--- config.mk ---
export PLATFORM = sky130hd
export DESIGN_NAME = ldsc_top
export DESIGN_NICKNAME = d
export VERILOG_FILES = /design/src/hdl/ldsc_top.v /design/src/hdl/ldsc_regfile.v
export VERILOG_INCLUDE_DIRS = /design/src /design/src/common
export SDC_FILE = /design/constraint.sdc
export NUM_CORES = 2
export LEC_CHECK = 0
export ABC_AREA = 1
export BUFFER_PORTS_ARGS = -buffer_cell sky130_fd_sc_hd__buf_4
export CAP_MARGIN = 0
export CORE_MARGIN = 1.5
export CORE_UTILIZATION = 30
export DETAILED_ROUTE_END_ITERATION = 12
export PLACE_DENSITY = 0.52
export REMOVE_ABC_BUFFERS = 1
export SYNTH_ARGS = -nofsm -noshare
export SYNTH_HDL_FRONTEND = slang
export SYNTH_HIERARCHICAL = 1
export SYNTH_SLANG_ARGS = --single-unit
--- constraint.sdc ---
create_clock -name clk_i -period 5.9 [get_ports clk_i]
set_input_delay 0.59 -clock clk_i [delete_from_list [all_inputs] [get_ports clk_i]]
set_output_delay 0.59 -clock clk_i [all_outputs]
set_load 0.02 [all_outputs]
--- src/common/ldsc_map.vh ---
// Function
// - power-up restores register defaults; writes are taken only after the init time
// - transmit ready after init-to-transmit time, chip enable set, shutoff pin low
// - shutoff pin high kills bias, registers kept; low restores prior settings
// - 10-bit converter result: upper eight bits at 40, lower two at 41
// - monitor select: 000 temp, 001 supply, 010 bias, 011 photodiode
// - converter off after reset; runs with oscillator and converter bits set
// - device is slave only; master makes clock, start and stop
// - first byte is slave address 0001000 plus direction bit
// - transaction: start, address byte, register address, one data byte, stop
// - one data byte per start/stop; no burst access
// - idle bus both lines high; start is data fall with clock high
// - stop is data rise with clock high; repeated start also allowed
// - receiver acknowledges by holding data low through acknowledge clock high
// - unaccepted address or extra byte left unacknowledged; master then stops
// - differential by default; single-ended positive, or negative when selected
// - global soft reset bit resets registers and pulses nv_reset_o, self-clears, reads zero
// - register soft reset bit resets registers, self-clears, reads zero
// - register zero resets to 41h; bits 6:3 read/write; bits 7 and 1 self-clear
// - converter reset bit holds the converter in reset while set
`ifndef LDSC_MAP_VH
`define LDSC_MAP_VH

`define LDSC_SLAVE_ADDR  7'h08
`define LDSC_BYTE_BITS   4'h8

`define LDSC_REG_CORE    8'h00
`define LDSC_REG_MONCFG  8'h01
`define LDSC_REG_CONV    8'h03
`define LDSC_REG_OUTMODE 8'h0D
`define LDSC_REG_DMON    8'h10
`define LDSC_REG_RES_HI  8'h28
`define LDSC_REG_RES_LO  8'h29

`define LDSC_CORE_RST    8'h41
`define LDSC_CORE_RWMASK 8'h79
`define LDSC_ZERO_BYTE   8'h00

`define LDSC_B_EN_CHIP   0
`define LDSC_B_REG_RST   1
`define LDSC_B_GLB_RST   7
`define LDSC_B_BIAS_EN   2
`define LDSC_B_CONV_RST  4
`define LDSC_B_OSC_ON    6
`define LDSC_B_CONV_ON   7
`define LDSC_SEL_MSB     2
`define LDSC_B_SINGLE    6
`define LDSC_B_NEG_OUT   7
`define LDSC_B_DMON_PD   6
`define LDSC_B_DMON_BIAS 5

`define LDSC_CLK_NS      20
`define LDSC_INIT1_US    200
`define LDSC_INIT2_US    1000
`define LDSC_NS_PER_US   1000

`endif

--- src/hdl/ldsc_top.v ---
`timescale 1ns/1ps
`include "ldsc_map.vh"

module ldsc_top #(
    parameter CNT_W        = 20,
    parameter INIT1_CYCLES = (`LDSC_INIT1_US * `LDSC_NS_PER_US + `LDSC_CLK_NS - 1)
                             / `LDSC_CLK_NS,
    parameter INIT2_CYCLES = (`LDSC_INIT2_US * `LDSC_NS_PER_US + `LDSC_CLK_NS - 1)
                             / `LDSC_CLK_NS
) (
    input  wire       clk_i,
    input  wire       rst_i,
    input  wire       scl_i,
    input  wire       sda_i,
    output wire       sda_o,
    output wire       sda_oe_n_o,
    input  wire       shutoff_pin_i,
    input  wire       adc_done_i,
    input  wire [9:0] adc_code_i,
    output reg        adc_osc_on_o,
    output reg        adc_run_o,
    output reg        adc_rst_o,
    output reg  [2:0] adc_sel_o,
    output reg        pd_dmon_o,
    output reg        bias_dmon_o,
    output reg        tx_ready_o,
    output reg        bias_on_o,
    output reg        out_pos_en_o,
    output reg        out_neg_en_o,
    output reg        nv_reset_o
);

    // ------------------------------------------------------------
    // serial states
    // ------------------------------------------------------------
    localparam ST_IDLE   = 3'h0;
    localparam ST_ADDR   = 3'h1;
    localparam ST_REG    = 3'h2;
    localparam ST_WDATA  = 3'h3;
    localparam ST_RDATA  = 3'h4;
    localparam ST_ACK    = 3'h5;
    localparam ST_IGNORE = 3'h6;

    localparam [CNT_W-1:0] I1_CNT = INIT1_CYCLES[CNT_W-1:0];
    localparam [CNT_W-1:0] I2_CNT = INIT2_CYCLES[CNT_W-1:0];

    reg [1:0]       scl_sync_ff;
    reg [1:0]       sda_sync_ff;
    reg [1:0]       shut_sync_ff;
    reg             scl_d_ff;
    reg             sda_d_ff;
    reg [2:0]       state_ff;
    reg [2:0]       after_ack_ff;
    reg [3:0]       bit_cnt_ff;
    reg [7:0]       shift_ff;
    reg [7:0]       tx_ff;
    reg [7:0]       ptr_ff;
    reg [7:0]       wdata_ff;
    reg             wr_pulse_ff;
    reg             sda_oe_n_ff;
    reg [CNT_W-1:0] por_cnt_ff;
    reg [7:0]       core_ff;
    reg [7:0]       moncfg_ff;
    reg [7:0]       conv_ff;
    reg [7:0]       outmode_ff;
    reg [7:0]       dmon_ff;
    reg [7:0]       res_hi_ff;
    reg [7:0]       res_lo_ff;
    reg             soft_rst_ff;
    reg [7:0]       rd_mux;

    wire            scl_s;
    wire            sda_s;
    wire            scl_rise;
    wire            scl_fall;
    wire            bus_start;
    wire            bus_stop;
    wire            byte_done;
    wire            init1_done;
    wire            init2_done;
    wire            reg_wr;
    wire            regs_rst;
    wire            conv_active;
    wire [7:0]      mem_rd_data;

    // ------------------------------------------------------------
    // pin synchronisers and bus condition detection
    // ------------------------------------------------------------
    always @(posedge clk_i) begin
        if (rst_i) begin
            scl_sync_ff  <= 2'h3;
            sda_sync_ff  <= 2'h3;
            shut_sync_ff <= 2'h0;
            scl_d_ff     <= 1'b1;
            sda_d_ff     <= 1'b1;
        end else begin
            scl_sync_ff  <= {scl_sync_ff[0], scl_i};
            sda_sync_ff  <= {sda_sync_ff[0], sda_i};
            shut_sync_ff <= {shut_sync_ff[0], shutoff_pin_i};
            scl_d_ff     <= scl_sync_ff[1];
            sda_d_ff     <= sda_sync_ff[1];
        end
    end

    assign scl_s     = scl_sync_ff[1];
    assign sda_s     = sda_sync_ff[1];
    assign scl_rise  = scl_s & ~scl_d_ff;
    assign scl_fall  = ~scl_s & scl_d_ff;
    assign bus_start = scl_s & scl_d_ff & sda_d_ff & ~sda_s;
    assign bus_stop  = scl_s & scl_d_ff & ~sda_d_ff & sda_s;
    assign byte_done = scl_fall & (bit_cnt_ff == `LDSC_BYTE_BITS);

    // ------------------------------------------------------------
    // power-on timing
    // ------------------------------------------------------------
    always @(posedge clk_i) begin
        if (rst_i) begin
            por_cnt_ff <= {CNT_W{1'b0}};
        end else if (por_cnt_ff != I2_CNT) begin
            por_cnt_ff <= por_cnt_ff + 1'b1;
        end
    end

    assign init1_done = (por_cnt_ff >= I1_CNT);
    assign init2_done = (por_cnt_ff == I2_CNT);

    // ------------------------------------------------------------
    // serial slave
    // ------------------------------------------------------------
    // slave only: the link is clocked and framed by the master
    always @(posedge clk_i) begin
        wr_pulse_ff <= 1'b0;
        if (rst_i) begin
            state_ff     <= ST_IDLE;
            after_ack_ff <= ST_IDLE;
            bit_cnt_ff   <= 4'h0;
            shift_ff     <= 8'h00;
            tx_ff        <= 8'h00;
            ptr_ff       <= 8'h00;
            wdata_ff     <= 8'h00;
            sda_oe_n_ff  <= 1'b1;
        end else if (bus_start) begin
            state_ff    <= ST_ADDR;
            bit_cnt_ff  <= 4'h0;
            sda_oe_n_ff <= 1'b1;
        end else if (bus_stop) begin
            state_ff    <= ST_IDLE;
            sda_oe_n_ff <= 1'b1;
        end else begin
            case (state_ff)
                ST_ADDR: begin
                    if (scl_rise) begin
                        shift_ff   <= {shift_ff[6:0], sda_s};
                        bit_cnt_ff <= bit_cnt_ff + 4'h1;
                    end else if (byte_done) begin
                        if (shift_ff[7:1] == `LDSC_SLAVE_ADDR) begin
                            state_ff     <= ST_ACK;
                            sda_oe_n_ff  <= 1'b0;
                            after_ack_ff <= shift_ff[0] ? ST_RDATA : ST_REG;
                        end else begin
                            state_ff <= ST_IGNORE;
                        end
                    end
                end
                ST_REG: begin
                    if (scl_rise) begin
                        shift_ff   <= {shift_ff[6:0], sda_s};
                        bit_cnt_ff <= bit_cnt_ff + 4'h1;
                    end else if (byte_done) begin
                        ptr_ff       <= shift_ff;
                        state_ff     <= ST_ACK;
                        sda_oe_n_ff  <= 1'b0;
                        after_ack_ff <= ST_WDATA;
                    end
                end
                ST_WDATA: begin
                    if (scl_rise) begin
                        shift_ff   <= {shift_ff[6:0], sda_s};
                        bit_cnt_ff <= bit_cnt_ff + 4'h1;
                    end else if (byte_done) begin
                        wdata_ff     <= shift_ff;
                        wr_pulse_ff  <= 1'b1;
                        state_ff     <= ST_ACK;
                        sda_oe_n_ff  <= 1'b0;
                        after_ack_ff <= ST_IGNORE;
                    end
                end
                ST_ACK: begin
                    if (scl_fall) begin
                        bit_cnt_ff <= 4'h0;
                        state_ff   <= after_ack_ff;
                        if (after_ack_ff == ST_RDATA) begin
                            sda_oe_n_ff <= rd_mux[7];
                            tx_ff       <= {rd_mux[6:0], 1'b1};
                        end else begin
                            sda_oe_n_ff <= 1'b1;
                        end
                    end
                end
                ST_RDATA: begin
                    if (scl_rise) begin
                        bit_cnt_ff <= bit_cnt_ff + 4'h1;
                    end else if (byte_done) begin
                        sda_oe_n_ff <= 1'b1;
                        state_ff    <= ST_IGNORE;
                    end else if (scl_fall) begin
                        sda_oe_n_ff <= tx_ff[7];
                        tx_ff       <= {tx_ff[6:0], 1'b1};
                    end
                end
                ST_IDLE, ST_IGNORE: begin
                    sda_oe_n_ff <= 1'b1;
                end
                default: begin
                    state_ff    <= ST_IDLE;
                    sda_oe_n_ff <= 1'b1;
                end
            endcase
        end
    end

    // open drain: only ever pulls low
    assign sda_o      = 1'b0;
    assign sda_oe_n_o = sda_oe_n_ff;

    // ------------------------------------------------------------
    // register file
    // ------------------------------------------------------------
    assign reg_wr   = wr_pulse_ff & init1_done;
    assign regs_rst = rst_i | soft_rst_ff;

    always @(posedge clk_i) begin
        if (rst_i) begin
            soft_rst_ff <= 1'b0;
            nv_reset_o  <= 1'b0;
        end else begin
            soft_rst_ff <= reg_wr & (ptr_ff == `LDSC_REG_CORE)
                           & (wdata_ff[`LDSC_B_GLB_RST] | wdata_ff[`LDSC_B_REG_RST]);
            nv_reset_o  <= reg_wr & (ptr_ff == `LDSC_REG_CORE)
                           & wdata_ff[`LDSC_B_GLB_RST];
        end
    end

    always @(posedge clk_i) begin
        if (regs_rst) begin
            core_ff    <= `LDSC_CORE_RST;
            moncfg_ff  <= `LDSC_ZERO_BYTE;
            conv_ff    <= `LDSC_ZERO_BYTE;
            outmode_ff <= `LDSC_ZERO_BYTE;
            dmon_ff    <= `LDSC_ZERO_BYTE;
            res_hi_ff  <= `LDSC_ZERO_BYTE;
            res_lo_ff  <= `LDSC_ZERO_BYTE;
        end else begin
            if (reg_wr) begin
                case (ptr_ff)
                    `LDSC_REG_CORE:    core_ff    <= wdata_ff & `LDSC_CORE_RWMASK;
                    `LDSC_REG_MONCFG:  moncfg_ff  <= wdata_ff;
                    `LDSC_REG_CONV:    conv_ff    <= wdata_ff;
                    `LDSC_REG_OUTMODE: outmode_ff <= wdata_ff;
                    `LDSC_REG_DMON:    dmon_ff    <= wdata_ff;
                    default:           core_ff    <= core_ff;
                endcase
            end
            if (adc_done_i & conv_active) begin
                res_hi_ff <= adc_code_i[9:2];
                res_lo_ff <= {6'h00, adc_code_i[1:0]};
            end
        end
    end

    ldsc_regfile #(
        .AW (8),
        .DW (8)
    ) u_regfile (
        .clk_i     (clk_i),
        .rst_i     (regs_rst),
        .wr_en_i   (reg_wr),
        .wr_addr_i (ptr_ff),
        .wr_data_i (wdata_ff),
        .rd_addr_i (ptr_ff),
        .rd_data_o (mem_rd_data)
    );

    // self-clearing bits of register zero are never stored, so read zero
    always @* begin
        case (ptr_ff)
            `LDSC_REG_CORE:   rd_mux = core_ff;
            `LDSC_REG_RES_HI: rd_mux = res_hi_ff;
            `LDSC_REG_RES_LO: rd_mux = res_lo_ff;
            default:          rd_mux = mem_rd_data;
        endcase
    end

    // ------------------------------------------------------------
    // converter control and output steering
    // ------------------------------------------------------------
    assign conv_active = conv_ff[`LDSC_B_OSC_ON] & conv_ff[`LDSC_B_CONV_ON]
                         & ~conv_ff[`LDSC_B_CONV_RST];

    always @(posedge clk_i) begin
        if (rst_i) begin
            adc_osc_on_o <= 1'b0;
            adc_run_o    <= 1'b0;
            adc_rst_o    <= 1'b1;
            adc_sel_o    <= 3'h0;
            pd_dmon_o    <= 1'b0;
            bias_dmon_o  <= 1'b0;
            tx_ready_o   <= 1'b0;
            bias_on_o    <= 1'b0;
            out_pos_en_o <= 1'b1;
            out_neg_en_o <= 1'b1;
        end else begin
            adc_osc_on_o <= conv_ff[`LDSC_B_OSC_ON];
            adc_run_o    <= conv_active;
            adc_rst_o    <= conv_ff[`LDSC_B_CONV_RST];
            adc_sel_o    <= conv_ff[`LDSC_SEL_MSB:0];
            pd_dmon_o    <= dmon_ff[`LDSC_B_DMON_PD];
            bias_dmon_o  <= dmon_ff[`LDSC_B_DMON_BIAS];
            tx_ready_o   <= init2_done & core_ff[`LDSC_B_EN_CHIP]
                            & ~shut_sync_ff[1];
            bias_on_o    <= init2_done & core_ff[`LDSC_B_EN_CHIP]
                            & moncfg_ff[`LDSC_B_BIAS_EN] & ~shut_sync_ff[1];
            out_pos_en_o <= ~outmode_ff[`LDSC_B_SINGLE]
                            | ~outmode_ff[`LDSC_B_NEG_OUT];
            out_neg_en_o <= ~outmode_ff[`LDSC_B_SINGLE]
                            | outmode_ff[`LDSC_B_NEG_OUT];
        end
    end

endmodule // ldsc_top

--- src/hdl/ldsc_regfile.v ---
`timescale 1ns/1ps
// ------------------------------------------------------------
// register storage, registered read port, clear to zero
// ------------------------------------------------------------
module ldsc_regfile #(
    parameter AW = 8,
    parameter DW = 8
) (
    input  wire          clk_i,
    input  wire          rst_i,
    input  wire          wr_en_i,
    input  wire [AW-1:0] wr_addr_i,
    input  wire [DW-1:0] wr_data_i,
    input  wire [AW-1:0] rd_addr_i,
    output reg  [DW-1:0] rd_data_o
);

    reg [DW-1:0] mem_ff [0:(1<<AW)-1];
    integer      i;

    always @(posedge clk_i) begin
        if (rst_i) begin
            for (i = 0; i < (1<<AW); i = i + 1) begin
                mem_ff[i] <= {DW{1'b0}};
            end
            rd_data_o <= {DW{1'b0}};
        end else begin
            if (wr_en_i) begin
                mem_ff[wr_addr_i] <= wr_data_i;
            end
            rd_data_o <= mem_ff[rd_addr_i];
        end
    end

endmodule // ldsc_regfile

======== Word level (Yosys, flattened, before mapping) ========
Memory sizes are Yosys's and may differ from the RTL's. A register that Yosys moved wholly into a read port is not among the register bits.
Cells that the tools add are included.
Widths: inputs -> output; s select.
operators by class
  reductions and logical operators ........ 27
  shift operators ......................... 0
  add/sub/neg operators ................... 2
  div/mod/pow operators ................... 0
  multiplexer cells ....................... 48
  equality and inequality tests ........... 42
  multipliers ............................. 0
  $lt $le $gt $ge ......................... 1
  bitwise gates (word level) .............. 36
operator list
  operator               number
  $mux 8                 7
  $mux 3                 13
  $reduce_and 8->1       4
  $ne 2x2->1 const B     14
  $pmux 8 s3             1
  $add 20x1->20 const B  1
  $eq 20x16->1 const B   1
  $ge 20x14->1 const B   1
  $ne 20x16->1 const B   1
  $ne 4x4->1 const B     5
  $and 1x1->1            19
  $mux 1                 19
  $eq 8x6->1 const B     2
  $pmux 8 s2             1
  $pmux 3 s5             1
  $not 1->1              13
  $eq 3x3->1 const B     4
  $reduce_and 10->1      1
  $reduce_and 2->1       5
  $reduce_and 5->1       2
  $pmux 3 s3             1
  $eq 8x1->1 const B     1
  $eq 8x2->1 const B     1
  $eq 8x4->1 const B     1
  25 further kinds       37
storage, ports and cells
  word-level logic and storage cells ...... 192
  latch bits .............................. 0
  memories ................................ 1
  memory bits (writable) .................. 2048
  bits in read-only memories .............. 0
  register bits ........................... 127
memories
  memory            words  bits a word  read ports  clocked after memory_dff  write ports  RTL line           RTL
  u_regfile.mem_ff  256    8            1           1                         256          ldsc_regfile.v:18  reg [DW-1:0] mem_ff [0:(1<<AW)-1];

======== Depth between registers and ports, before layout ========
  word-level depth ........................ 8
  depth in mapped cells ................... 15

======== Cells and area by module ========
Netlist, hierarchy kept.
modules (own cells, without submodules)
  module        seq. area each (µm²)  cells an instance  area each (µm²)  times used
  ldsc_regfile  61659.1               9564               92902.9          1
  ldsc_top      2242.2                737                5124.9           1

======== Worst setup path before layout ========
OpenSTA, ideal clock, no wires.
  path kind ............................... input to register
  start point ............................. input rst_i
  end point ............................... memory u_regfile.mem_ff[198][0] (enable)
  path buffers ............................ 2
  setup slack ............................. 3.294 ns
  setup time .............................. 0.329 ns
  stages on the path ...................... 9
  required time ........................... 5.571 ns
  arrival ................................. 2.277 ns
  cells stage by stage .................... nor2_1 inv_1 inv_2 nand2_2 buf_2 nor3_1 buf_2 nand2_2 nand2_1
RTL lines
  item         RTL line           RTL
  from (decl)  ldsc_top.v:12      input wire rst_i,
  to (decl)    ldsc_regfile.v:18

==> results.json <==
{
  "fin_crit_ps": 4630,
  "gp_congestion": 0.849,
  "layout.cells.non_filler": 14436,
  "drc": 0,
  "yosys_warnings": 6,
  "synth.avg_cell_area_um2": 9.52,
  "layout_setup_ws_ps": 1270,
  "relSlewSlack_pct": 11.9,
  "finalSetupTns_ps": 0,
  "cts_root_buf": "clkbuf_16",
  "dieArea_um2": 330000,
  "grt_pass1_wl_um": 455000,
  "ys_async_sr_fraction_pct": 0,
  "crit_top_cell": "nand2_1",
  "rsz0062_at_grt": "no",
  "final_max_slew_viol_count": 0,
  "worst_path_largest_cell_delay_ps": 820,
  "pwr-share-comb_pct": 2.9,
  "p_switching_mw": 7.02,
  "viasPerCell": 5.10,
  "crit_chain": "inv_1 -> nor2_1 -> nand2_1 -> nand2_1 -> nand2_1 -> nand2_2 -> nand2_1 -> inv_1 -> nand2_2 -> inv_1 -> nand2_1 -> nor2_1 -> nand2_1 -> nand2_1",
  "grt_pass1_vias": 71201,
  "drt_iter0_markers": 7629,
  "clk_latency_ps": 910,
  "end_kind": "register",
  "antenna_found_initial": 7,
  "io_pins": 31,
  "p_clk_share_pct": 42.8,
  "post-cts-setup-buffers": 0,
  "drive_above_1_share_pct": 5.55,
  "vias": 73570,
  "drt.antenna.violating_nets": 0,
  "nets": 9948,
  "vdd_drop_max_mv": 0.262,
  "pwr-share-seq_pct": 54.3,
  "worstPathBufferInverterCount": 3,
  "cp-start-kind": "register",
  "worstSetupPathType": "reg2reg",
  "required_ps": 6450,
  "core_um2": 325000,
  "tightest_slew_ps": 1320,
  "critPathTopFamily": "simple AND/OR/NAND/NOR gates",
  "fmax_mhz": 216,
  "drt_wl_total_um": 308000,
  "grtUsageTotal_pct": 18.1,
  "ys_types": 40,
  "grt_overflow_total": 0,
  "grt_max_degree": 217,
  "critical_path_arrival_ps": 5180,
  "initial_core_util_pct": 30.2,
  "dieHeight_um": 575,
  "cts.sinks": 2168,
  "path_clk_slew_ps": 60,
  "place_hpwl_um": 178000,
  "synth_seq_area_share_pct": 65.2,
  "syn_area_um2": 98000,
  "fin_skew_ps": 41.3,
  "wire_per_inst_um": 21.3,
  "cp_slowest_cell": "nor2_1",
  "synth-edff-count": 2048,
  "htreeDepth": 4,
  "powerDensity_nw_per_um2": 300,
  "fillers": 32887,
  "p_int_mw": 25.7,
  "die_w_um": 575,
  "setup_violations": 0,
  "pre_cts_ws_ps": 959,
  "synthCells": 10301,
  "hold_ws_ps": 99.9,
  "rows": 209,
  "p_leak_nw": 36.4,
  "outcome": "complete, no violations",
  "cts_tree": "built",
  "cap_violations": 0,
  "path_max_fanout": 17,
  "clockBufferDepth": 4,
  "numCtsBuffers": 230,
  "switching_share_pct": 21.5,
  "portBuffers": 29,
  "dr.pass1.iters": 6,
  "dp.cells": 14009,
  "syn2layout_area_growth_pct": 11.2,
  "synth-main-ff-cell": "edfxtp_1",
  "hp-class": "in2reg",
  "hold_viol": 0,
  "ys_ff_latch": 2168,
  "finalCritPeriodShare_pct": 78.5
}
==> worst register-to-register path: cells and delay by family (launching register included) <==
family                 cells  cell delay (ps)
DFF                        1              410
and+or+nand+nor           11             2980
buffers and inverters      3              930
==> per-layer routing <==
metal | track usage, % | wire length (µm) | vias up | part of all wire, %
li1 | - | - | 34016 | -
met1 | 24.3 | 130000 | 36231 | 42
met2 | 30.1 | 145000 | 2812 | 47
met3 | 2.43 | 23100 | 509 | 7.5
met4 | 6.04 | 10100 | 2 | 3.3
met5 | 0 | 13 | - | 0.0042
==> cells by family (layout without fill, tap and decap cells) <==
group           after synthesis  count (layout)  synth area share, %
simple gates               7059            7059                 29.9
flops                      2168            2168                 65.2
buf+inv                     890             697                 3.87
compound gates              176             176                0.967
fa+ha+maj                     4               4               0.0511
xor+xnor                      3               3               0.0268
other cells                   1               4              0.00383
==> area by class of cell <==
cell class | instances | area, µm² | area share (%)
Antenna cell | 3 | 7.51 | 0.00689
Clock inverter | 138 | 1140 | 1.05
Clock buffer | 274 | 5990 | 5.49
Sequential cell | 2168 | 63900 | 58.7
Tap cell | 4325 | 5410 | 4.97
Timing Repair Buffer | 151 | 1460 | 1.34
Inverter | 134 | 604 | 0.555
Multi-Input combinational cell | 7243 | 30400 | 27.9
==> synth_stat cells, drive strengths merged (24+ instances only) <==
| master | n | area [µm²] |
|---|---|---|
| nor3 | 27 | 195 |
| dfxtp | 120 | 2400 |
| nand4 | 24 | 150 |
| o21ai | 75 | 375 |
| clkbuf | 393 | 1480 |
| buf | 363 | 1820 |
| inv | 132 | 495 |
| nand2 | 2718 | 10300 |
| nor2 | 2279 | 8580 |
| nand3 | 2000 | 10000 |
| a21oi | 81 | 443 |
| edfxtp | 2048 | 61500 |
==> metrics by stage <==
stage               power, mW  utilization [%]  instance area (µm²)
global placement         19.0             31.3               102000
CTS                      32.9             33.6               109000
finish                   32.7             33.6               109000
floorplan                18.6                -                94700
detailed placement       19.0             31.3               102000
global route             33.7             33.6               109000
==> layout by cell type (no fill, tap or decap), types with 6 or more instances in the layout <==
master and n:
nor2_1 2273, o22ai_1 16, nor3_1 11, nand4_1 24
clkbuf_16 232, nand3_1 1996, bufinv_16 16, buf_4 115
nand2_1 2694, dlygate4sd3_1 12, o21ai_0 73, clkbuf_1 38
clkinv_1 49, nand2_2 23, clkinvlp_4 6, nor3_4 12
inv_2 13, inv_1 107, a21oi_1 71, a21oi_2 10
edfxtp_1 2048, inv_8 12, buf_12 24, clkinv_2 53
dfxtp_1 114
==> final timing paths <==
kind	start	end	slack (ps)	cells past startpoint
setup / recovery	por_cnt_ff[10]	u_regfile/mem_ff[128][4]	1270	14
hold / removal	rst_i	bias_dmon_o	100	2
setup reg to reg	por_cnt_ff[10]	u_regfile/mem_ff[128][4]	1270	14
hold reg to reg	shut_sync_ff[0]	shut_sync_ff[1]	410	2
==> flip-flops by register name, indices dropped and copies added (netlist names), 3 cells and up <==
name and cells:
wdata_ff 8, por_cnt_ff 20, shift_ff 8, after_ack_ff 3, u_regfile/rd_data_o 8, ptr_ff 8, tx_ff 8, u_regfile/mem_ff 2048
adc_sel_o 3, core_ff 5, bit_cnt_ff 4, res_hi_ff 8, state_ff 3, conv_ff 6
==> power by group through the flow <==
stage               Sequential (mW)  Clock, mW  Combinational [mW]
floorplan                      18.0          0               0.627
global placement               18.1          0               0.900
detailed placement             18.1          0               0.924
CTS                            17.7       14.3               0.933
global route                   17.8       14.8                1.04
finish                         17.7       14.0               0.934
==> timing repair <==
action                    CTS  global route
resized for setup           0             0
hold buffers               12             0
hold endpoints to repair   12             0
Note: power is estimated with default switching activity, not from simulation.
